File: src/pkg/crs_pkg.sv
package crs_pkg;

	// ****************************************
	// Register map
	// ****************************************
	localparam int CRS_ADDR_W = 4;
	localparam int CRS_DATA_W = 16;
	localparam logic [3:0] CRS_FIFO_CTRL_OFS = 4'h0;
	localparam logic [3:0] CRS_PTR_4_7_OFS = 4'h1;
	localparam logic [3:0] CRS_PTR_8_11_OFS = 4'h2;
	localparam logic [3:0] CRS_STEER_CTRL_OFS = 4'h3;
	localparam logic [3:0] CRS_STEER_STAT_OFS = 4'h4;
	localparam logic [3:0] CRS_CFG_STAT_OFS = 4'h5;

	// ****************************************
	// Field layout and reset values
	// ****************************************
	localparam int CRS_CNT_SEL_LSB = 13;
	localparam int CRS_FSTART_LSB = 0;
	localparam int CRS_PTR_W = 4;
	localparam int CRS_FILT_FIRST = 4;
	localparam int CRS_FILT_NUM = 8;
	localparam logic [15:0] CRS_FIFO_CTRL_RST = 16'h0000;
	localparam logic [15:0] CRS_PTR_RST = 16'h0000;
	localparam logic [15:0] CRS_FIFO_CTRL_WMASK = 16'hE01F;
	localparam logic [3:0] CRS_PTR_FIFO = 4'hF;
	localparam logic [2:0] CRS_CNT_RSVD = 3'h7;

	// ****************************************
	// Types
	// ****************************************
	typedef enum logic [1:0] {
		CRS_DEST_NONE = 2'b00,
		CRS_DEST_BUF = 2'b01,
		CRS_DEST_FIFO = 2'b10
	} crs_dest_t;

	typedef struct packed {
		logic valid;
		crs_dest_t dest;
		logic [4:0] buf_num;
	} crs_route_t;

	typedef struct packed {
		logic wr;
		logic rd;
		logic [3:0] addr;
		logic [15:0] wdata;
	} crs_bus_t;

endpackage : crs_pkg

File: src/hw/crs_steer.sv
`timescale 1ns/1ps
module crs_steer
	import crs_pkg::*;
(
	// Clock and reset
	input wire logic core_clk_i,
	input wire logic sys_rst_i,
	// Register port
	input wire logic [CRS_ADDR_W-1:0] reg_addr_i,
	input wire logic [CRS_DATA_W-1:0] reg_wdata_i,
	input wire logic reg_wr_i,
	input wire logic reg_rd_i,
	output logic [CRS_DATA_W-1:0] reg_rdata_o,
	// Acceptance event from filter logic
	input wire logic accept_i,
	input wire logic [3:0] accept_filter_i,
	// Steering result
	output crs_route_t route_o,
	// Configuration outputs
	output logic [5:0] buf_count_o,
	output logic [4:0] fifo_start_o,
	output logic cfg_error_o
);

	// ****************************************
	// Registers
	// ****************************************
	logic [15:0] fifo_ctrl_r;
	logic [15:0] ptr_lo_r;
	logic [15:0] ptr_hi_r;
	logic [15:0] rdata_r;
	crs_route_t route_r;
	crs_route_t route_nxt;
	logic [7:0] fifo_hits_r;
	logic [7:0] buf_hits_r;
	logic [15:0] last_r;

	// ****************************************
	// Address decode
	// ****************************************
	wire wr_fifo_ctrl = reg_wr_i && (reg_addr_i == CRS_FIFO_CTRL_OFS);
	wire wr_ptr_lo = reg_wr_i && (reg_addr_i == CRS_PTR_4_7_OFS);
	wire wr_ptr_hi = reg_wr_i && (reg_addr_i == CRS_PTR_8_11_OFS);
	wire wr_steer_ctrl = reg_wr_i && (reg_addr_i == CRS_STEER_CTRL_OFS);

	// ****************************************
	// Configuration decode
	// ****************************************
	wire [2:0] cnt_sel = fifo_ctrl_r[CRS_CNT_SEL_LSB +: 3];
	wire [4:0] fstart = fifo_ctrl_r[CRS_FSTART_LSB +: 5];
	wire cnt_rsvd;
	wire [5:0] buf_count;

	crs_count_dec u_count_dec (
		.cnt_sel_i(cnt_sel),
		.buf_count_o(buf_count),
		.rsvd_o(cnt_rsvd)
	);

	wire start_out = {1'b0, fstart} >= buf_count;
	wire cfg_err = cnt_rsvd || start_out;

	// ****************************************
	// Pointer lookup
	// ****************************************
	function automatic logic [3:0] crs_ptr_sel(input logic [31:0] ptrs, input logic [2:0] idx);
		crs_ptr_sel = ptrs[idx*CRS_PTR_W +: CRS_PTR_W];
	endfunction : crs_ptr_sel

	wire filt_in_range = (accept_filter_i >= 4'h4) && (accept_filter_i <= 4'hB);
	wire [3:0] filt_rel = accept_filter_i - 4'h4;
	wire [3:0] sel_ptr = crs_ptr_sel({ptr_hi_r, ptr_lo_r}, filt_rel[2:0]);
	wire to_fifo = (sel_ptr == CRS_PTR_FIFO);

	always_comb begin
		route_nxt = '0;
		if (accept_i && filt_in_range) begin
			route_nxt.valid = 1'b1;
			if (to_fifo) begin
				route_nxt.dest = CRS_DEST_FIFO;
				route_nxt.buf_num = fstart;
			end else begin
				route_nxt.dest = CRS_DEST_BUF;
				route_nxt.buf_num = {1'b0, sel_ptr};
			end
		end
	end

	// ****************************************
	// Read mux
	// ****************************************
	logic [15:0] rd_mux;
	always_comb begin
		unique case (reg_addr_i)
			CRS_FIFO_CTRL_OFS: rd_mux = fifo_ctrl_r;
			CRS_PTR_4_7_OFS: rd_mux = ptr_lo_r;
			CRS_PTR_8_11_OFS: rd_mux = ptr_hi_r;
			CRS_STEER_CTRL_OFS: rd_mux = {fifo_hits_r, buf_hits_r};
			CRS_STEER_STAT_OFS: rd_mux = last_r;
			CRS_CFG_STAT_OFS: rd_mux = {8'h00, cnt_rsvd, start_out, buf_count};
			default: rd_mux = 16'h0000;
		endcase
	end

	// ****************************************
	// Sequential state
	// ****************************************
	always_ff @(posedge core_clk_i) begin
		if (sys_rst_i) begin
			fifo_ctrl_r <= CRS_FIFO_CTRL_RST;
			ptr_lo_r <= CRS_PTR_RST;
			ptr_hi_r <= CRS_PTR_RST;
		end else begin
			if (wr_fifo_ctrl)
				fifo_ctrl_r <= reg_wdata_i & CRS_FIFO_CTRL_WMASK;
			if (wr_ptr_lo)
				ptr_lo_r <= reg_wdata_i;
			if (wr_ptr_hi)
				ptr_hi_r <= reg_wdata_i;
		end
	end

	always_ff @(posedge core_clk_i) begin
		if (sys_rst_i) begin
			fifo_hits_r <= 8'h00;
			buf_hits_r <= 8'h00;
		end else if (wr_steer_ctrl) begin
			fifo_hits_r <= 8'h00;
			buf_hits_r <= 8'h00;
		end else if (route_nxt.valid) begin
			if (route_nxt.dest == CRS_DEST_FIFO)
				fifo_hits_r <= fifo_hits_r + 8'h01;
			else
				buf_hits_r <= buf_hits_r + 8'h01;
		end
	end

	always_ff @(posedge core_clk_i) begin
		if (sys_rst_i) begin
			route_r <= '0;
			last_r <= 16'h0000;
			rdata_r <= 16'h0000;
		end else begin
			route_r <= route_nxt;
			if (route_nxt.valid)
				last_r <= {4'h0, accept_filter_i, route_nxt};
			rdata_r <= reg_rd_i ? rd_mux : 16'h0000;
		end
	end

	assign reg_rdata_o = rdata_r;
	assign route_o = route_r;
	assign buf_count_o = buf_count;
	assign fifo_start_o = fstart;
	assign cfg_error_o = cfg_err;

endmodule : crs_steer

File: src/hw/crs_count_dec.sv
`timescale 1ns/1ps
module crs_count_dec
	import crs_pkg::*;
(
	// Selection code
	input wire logic [2:0] cnt_sel_i,
	// Decoded buffer count
	output logic [5:0] buf_count_o,
	output logic rsvd_o
);

	// ****************************************
	// Buffer count decode
	// ****************************************
	always_comb begin
		rsvd_o = 1'b0;
		unique case (cnt_sel_i)
			3'h0: buf_count_o = 6'h04;
			3'h1: buf_count_o = 6'h06;
			3'h2: buf_count_o = 6'h08;
			3'h3: buf_count_o = 6'h0C;
			3'h4: buf_count_o = 6'h10;
			3'h5: buf_count_o = 6'h18;
			3'h6: buf_count_o = 6'h20;
			3'h7: begin
				buf_count_o = 6'h20;
				rsvd_o = 1'b1;
			end
		endcase
	end

endmodule : crs_count_dec

File: config.mk
export PLATFORM = sky130hd
export DESIGN_NAME = crs_steer
export DESIGN_NICKNAME = d
export VERILOG_FILES = /design/src/pkg/crs_pkg.sv /design/src/hw/crs_steer.sv /design/src/hw/crs_count_dec.sv
export SDC_FILE = /design/constraint.sdc
export NUM_CORES = 1
export LEC_CHECK = 0
export ABC_AREA = 1
export BUFFER_PORTS_ARGS = -buffer_cell sky130_fd_sc_hd__buf_2
export CAP_MARGIN = 30
export CORE_UTILIZATION = 30
export CTS_BUF_LIST = sky130_fd_sc_hd__clkbuf_8
export CTS_CLUSTER_SIZE = 30
export DETAILED_ROUTE_END_ITERATION = 12
export PLACE_DENSITY = 0.58
export REMOVE_ABC_BUFFERS = 1
export SETUP_SLACK_MARGIN = 0.3
export SYNTH_ARGS = -nofsm -noshare
export SYNTH_HDL_FRONTEND = slang
export SYNTH_SLANG_ARGS = --single-unit
export TNS_END_PERCENT = 30
File: constraint.sdc
create_clock -name core_clk_i -period 1.9 [get_ports core_clk_i]
set_input_delay 0.19 -clock core_clk_i [delete_from_list [all_inputs] [get_ports core_clk_i]]
set_output_delay 0.19 -clock core_clk_i [all_outputs]
set_load 0.05 [all_outputs]
# Word-level counts from Yosys, hierarchy flattened
# Cells that the tools add are included.
dict set report classes {
  bitwise_logic 2
  eq_ne 14
  add_sub_neg 3
  n_reduce_logical 14
  n_shift 1
  muxes 5
  magnitude_cmp 3
}
# operator n
set ops {}
lappend ops {{one-hot mux 16 bit (6 select lines)} 1}
lappend ops {{one-hot mux 6 bit (7 select lines)} 1}
lappend ops {{indexed part select 32 x 6 -> 4 bit} 1}
lappend ops {{adder 8 x 1 -> 8 bit (second input constant)} 2}
lappend ops {{equality test 3 bit (second input constant)} 4}
lappend ops {{equality test 4 x 2 -> 1 bit (second input constant)} 2}
lappend ops {{equality test 4 x 3 -> 1 bit (second input constant)} 2}
lappend ops {{two-way mux 8 bit} 1}
lappend ops {{two-way mux 7 bit} 1}
lappend ops {{equality test 3 x 2 -> 1 bit (second input constant)} 2}
lappend ops {{>= comparator 5 x 6 -> 1 bit} 1}
lappend ops {{logical AND 1 bit} 6}
lappend ops {{OR reduction 2 bit} 3}
lappend ops {{equality test 4 x 1 -> 1 bit (second input constant)} 1}
lappend ops {{equality test 4 bit (second input constant)} 1}
lappend ops {{>= comparator 4 x 3 -> 1 bit (second input constant)} 1}
lappend ops {{<= comparator 4 bit (second input constant)} 1}
lappend ops {{zero test 4 bit} 1}
lappend ops {{AND reduction 2 bit} 2}
lappend ops {{equality test 3 x 1 -> 1 bit (second input constant)} 1}
lappend ops {{zero test 3 bit} 1}
lappend ops {{subtractor 3 bit (second input constant)} 1}
lappend ops {{equality test 2 bit (second input constant)} 1}
lappend ops {{inverter 1 bit} 2}
lappend ops {{other kinds (2)} 2}
dict set report word_totals {
  out_inout_bits 36
  wordCells 52
  register_bits 92
}

# Depth between registers and ports, before layout
dict set report depth {
  depth_word 8
  mapped_depth 13
  depth_no_buf 10
}

# Hierarchy
# From an unflattened synthesis, not the netlist that was laid out.
dict set report hier_totals {
  hier_cells 583
  hier_area_um2 4295.4
}
# module cells_per_inst seq_area_each_um2 instances area_per_inst_um2
set modules_own_cells {}
lappend modules_own_cells {crs_steer 568 1841.8 1 4231.6}
lappend modules_own_cells {crs_count_dec 15 0.0 1 63.8}

# Least setup slack after synthesis
# Ideal clock, no wire load.
dict set report synth_timing {
  path_type {register to output}
  from {reg fifo_ctrl_r[13]}
  to {out cfg_error_o}
  slack_ns -0.930
  n_path_buf 0
  path_stages_with_launch 9
  arrival_time_ns 2.640
  cell_sequence {dfxtp_1 > inv_1 > nor3_1 > ha_1 > nand2_1 > a21boi_0 > nand4_1 > o21ai_0 > or2_2}
}
dict set report synth_between {
  elab_chain_cells 5
  word_cells_on_any_way 13
  classes_between {1 x order compare; 7 x eq/ne; 2 x mux; 3 x reduce/logical}
}
# item line_no
set synth_rtl {}
lappend synth_rtl {{start: declaration} crs_steer.sv:28} ;# logic [15:0] fifo_ctrl_r;
lappend synth_rtl {{start signal: assignment} crs_steer.sv:115} ;# fifo_ctrl_r <= reg_wdata_i & CRS_FIFO_CTRL_WMASK;
lappend synth_rtl {{equality test 3 bit} crs_count_dec.sv:17} ;# unique case (cnt_sel_i)
lappend synth_rtl {{OR reduction 2 bit (no source line)} --}
lappend synth_rtl {{one-hot mux 6 bit (7 select lines) (*)} crs_count_dec.sv:17}
lappend synth_rtl {{net buf_count_o[1]} crs_steer.sv:20} ;# output logic [5:0] buf_count_o,
lappend synth_rtl {{>= comparator 5 x 6 -> 1 bit (*)} crs_steer.sv:60} ;# wire start_out = {1'b0, fstart} >= buf_count;
lappend synth_rtl {{logical OR 1 bit (*)} crs_steer.sv:61} ;# wire cfg_err = cnt_rsvd || start_out;
lappend synth_rtl {{end: declaration} crs_steer.sv:22} ;# output logic cfg_error_o
# Mark *: on every way through the listed nets, which the timed path passes. The rest lies on a longest branch. The select of a mux whose other input is x is not followed.

# Worst setup path after layout
dict set report layout_timing {
  from {reg fifo_ctrl_r[14]}
  to {out cfg_error_o}
}
dict set report layout_between {
  elab_chain_cells 5
  word_cells_on_any_way 13
  classes_between {1 x order compare; 7 x eq/ne; 2 x mux; 3 x reduce/logical}
}
# item line_no
set layout_rtl {}
lappend layout_rtl {{equality test 3 bit} crs_count_dec.sv:17}
lappend layout_rtl {{OR reduction 2 bit (no source line)} --}
lappend layout_rtl {{one-hot mux 6 bit (7 select lines)} crs_count_dec.sv:17}
lappend layout_rtl {{>= comparator 5 x 6 -> 1 bit} crs_steer.sv:60}
lappend layout_rtl {{logical OR 1 bit (*)} crs_steer.sv:61}
# Every way passes the cells marked *; elsewhere a longest branch is shown, timed or not. The select of a mux whose other input is x is not followed.

==> impl_metrics.env <==
export IMPL_pwr_share_seq_pct=53.6
export IMPL_die_h_microns=121.9
export IMPL_yosys_cell_count_top_type="dfxtp_1"
export IMPL_yosysWarnings=0
export IMPL_power_mw=3.715
export IMPL_crit_required_ps=1710
export IMPL_endpoint_kind="output port"
export IMPL_drive_above_1_share_pct=24.85
export IMPL_cts_root_buf="clkbuf_8"
export IMPL_synth_cell_types=40
export IMPL_dr_first_iter_drc_count=287
export IMPL_drc=0
export IMPL_synth_edff_count=0
export IMPL_syn_inst=573
export IMPL_cts_buffer_depth=2
export IMPL_synthTopCellsByCount="dfxtp_1, nand2_1, inv_1"
export IMPL_htreeDepth=3
export IMPL_final_cells=844
export IMPL_yosysSeqAreaShare_pct=42.74
export IMPL_postSynth_asyncResetShare_pct=0
export IMPL_fillers=1456
export IMPL_ys_ff_latch=92
export IMPL_num_rows=43
export IMPL_diodes=0
export IMPL_boundaryPins=65
export IMPL_netlist_area_sq_um=4309
export IMPL_final_max_slew_viol_count=0
export IMPL_clock_power_share_pct=33.0
export IMPL_placed_area_sq_um=4927
export IMPL_place_ws_ps=-181.1
export IMPL_clk_pin_slew_ps=100
export IMPL_antenna_found_initial=0
export IMPL_fin_worst_skew_ps=20.17
export IMPL_synth_main_ff_cell="dfxtp_1"
export IMPL_vias_per_cell=5.009
export IMPL_p_int_mw=2.618
export IMPL_routed_wl_microns=13150
export IMPL_peakVddDrop_uv=355.7
export IMPL_clock_sinks=92
export IMPL_whs_ps=47.76
export IMPL_fin_crit_sh_pct=118.6
export IMPL_grt_pass1_wl_microns=20640
export IMPL_die_x_microns=121.9
export IMPL_p_leak_nw=2.321
export IMPL_io_buffers=63
export IMPL_synth_largest_type_area_fraction_pct=42.74
export IMPL_grt_ovfl_total=0
export IMPL_first_pass_iters=7
export IMPL_outcome="finished with violations"
export IMPL_die_area_sq_um=14850
export IMPL_powerDensity_nw_per_um2=691.1
export IMPL_path_class="reg -> out"
export IMPL_syn_to_final_growth_pct=24.74
export IMPL_final_util_pct=38.57
export IMPL_insertion_delay_ps=390
export IMPL_cts_buffers=9
export IMPL_dpl_cell_count=819
export IMPL_final_nets=694
export IMPL_dp_hpwl_microns=9916
export IMPL_cts_tree="done"
export IMPL_max_freq_mhz=443.8
export IMPL_regArea_sq_um=1848
export IMPL_avgSynthCellArea_sq_um=7.520
export IMPL_multiInputGateArea_sq_um=2118
export IMPL_cap_violations=0
export IMPL_min_path_type="in -> reg"
export IMPL_vias=4228
export IMPL_arrival_ps=2060
export IMPL_routabilityCongestion=0.9093
export IMPL_synth_top_area_cell="dfxtp_1"
export IMPL_cp_start_kind="flop"
export IMPL_grt_usage_pct=18.49
export IMPL_violations="negative setup slack"
export IMPL_synth_area_leaders="dfxtp_1, a21oi_1, nand2_1"
export IMPL_power_frac_comb_pct=13.4
export IMPL_worstPathMaxFanout=4
export IMPL_finalHoldViolCount=0
export IMPL_grt_setup_unrepaired="true"
export IMPL_wl_per_cell_microns=15.59
export IMPL_start_util_pct=30.92
export IMPL_grt_start_max_net_pins=37
export IMPL_antenna_left=0
export IMPL_setup_ws_ps=-353.3
export IMPL_design_area_sq_um=5375
export IMPL_setup_viol=2
export IMPL_power_switching_mw=1.097
export IMPL_tns_ps=-370.7
export IMPL_fin_crit_ps=2253
export IMPL_core_area_sq_um=13930
export IMPL_grt_pass1_vias=3982
export IMPL_switching_share_pct=29.52
-- worst max-delay path, stage by stage (launching register included) --
cell and delay, ps:
dfxtp_4 400, inv_4 40, a21oi_4 150, nor2_2 60, inv_2 60, ha_4 200, a21o_1 180, a21oi_2 130
o21ai_2 70, or2_4 230, buf_8 150
-- cell families (layout without fill, tap and decap cells) --
logic type                 after synthesis  count (layout)  share of synthesized area, %
AOI/OAI and AO/OA                      149             149                         19.25
buffers and inverters                  107             198                         10.98
and+or+nand+nor                        207             207                         22.97
adders and majority gates                6               6                         1.742
xor gates and xnor gates                11              11                         2.236
other                                    1               1                       0.08702
DFF                                     92              92                         42.74
-- power groups by stage --
| stage | Sequential, mW | Combinational, mW | Clock, mW |
|---|---|---|---|
| 3_3_place_gp | 2.04 | 0.454 | 0 |
| 6_report | 1.99 | 0.498 | 1.22 |
| 4_1_cts | 1.99 | 0.479 | 1.27 |
| 2_1_floorplan | 2.06 | 0.247 | 0 |
| 3_5_place_dp | 2.04 | 0.463 | 0 |
| 5_1_grt | 2.00 | 0.546 | 1.34 |
-- final timing paths --
kind	depth (start not counted)	slack, ps	endpoint	from
hold reg to reg	2	470	last_r[11]	last_r[11]
setup reg to reg	14	-20	reg_rdata_o[7]	fifo_ctrl_r[14]
setup / recovery	10	-350	cfg_error_o	fifo_ctrl_r[14]
hold / removal	3	50	reg_rdata_o[12]	reg_rd_i
-- per-layer routing --
layer	vias to the layer above	part of all wire, %	GRT usage (%)
met1	2006	44	23.89
met3	16	5.2	3.558
li1	2092	-	-
met5	-	0	0
met2	114	49	30.47
met4	0	1.5	6.636
-- cell usage in the layout, fill, tap and decap left out, types with 2 or more instances in the layout --
cell type,Yosys,final
nand2_1,83,82
nor2_2,1,3
clkinv_2,0,2
ha_1,6,4
o22ai_1,17,16
a31oi_1,3,3
a21oi_2,0,2
nor2_1,33,31
nand3_2,2,2
o21ai_0,44,43
nand2_4,3,3
dfxtp_1,92,89
buf_6,5,11
nand3_1,62,62
inv_1,71,67
a221oi_1,8,7
nand2_2,6,6
inv_4,1,2
nor3_4,0,2
clkinv_4,0,3
buf_8,0,2
buf_2,4,57
nor2_8,2,2
nand4_1,9,9
inv_2,1,4
xor2_1,8,8
clkbuf_8,0,9
xnor2_1,3,3
ha_4,0,2
dfxtp_2,0,2
buf_4,7,38
a21oi_1,67,64
-- cell type report --
type | instances | share of cell area, %
Tap cell | 180 | 4.190
Clock inverter | 7 | 0.9777
Clock buffer | 9 | 2.304
Sequential cell | 92 | 34.38
Timing Repair Buffer | 108 | 13.48
Multi-Input combinational cell | 374 | 39.41
Inverter | 74 | 5.261
-- sequential cells by signal (all words and copies together) (netlist names) --
register	cells
fifo_ctrl_r	8
ptr_hi_r	16
ptr_lo_r	16
route_o	8
reg_rdata_o	16
buf_hits_r	8
last_r	12
fifo_hits_r	8
-- what timing repair did --
item | CTS | global route
resized for setup | 20 | 36
gates cloned | 0 | 0
hold buffers | 0 | 0
pin swaps | 6 | 14
buffers inserted | 5 | 4
hold endpoints to repair | 0 | 0
endpoints found under the setup margin | 5 | 14
Note: power is estimated with default switching activity, not from simulation.
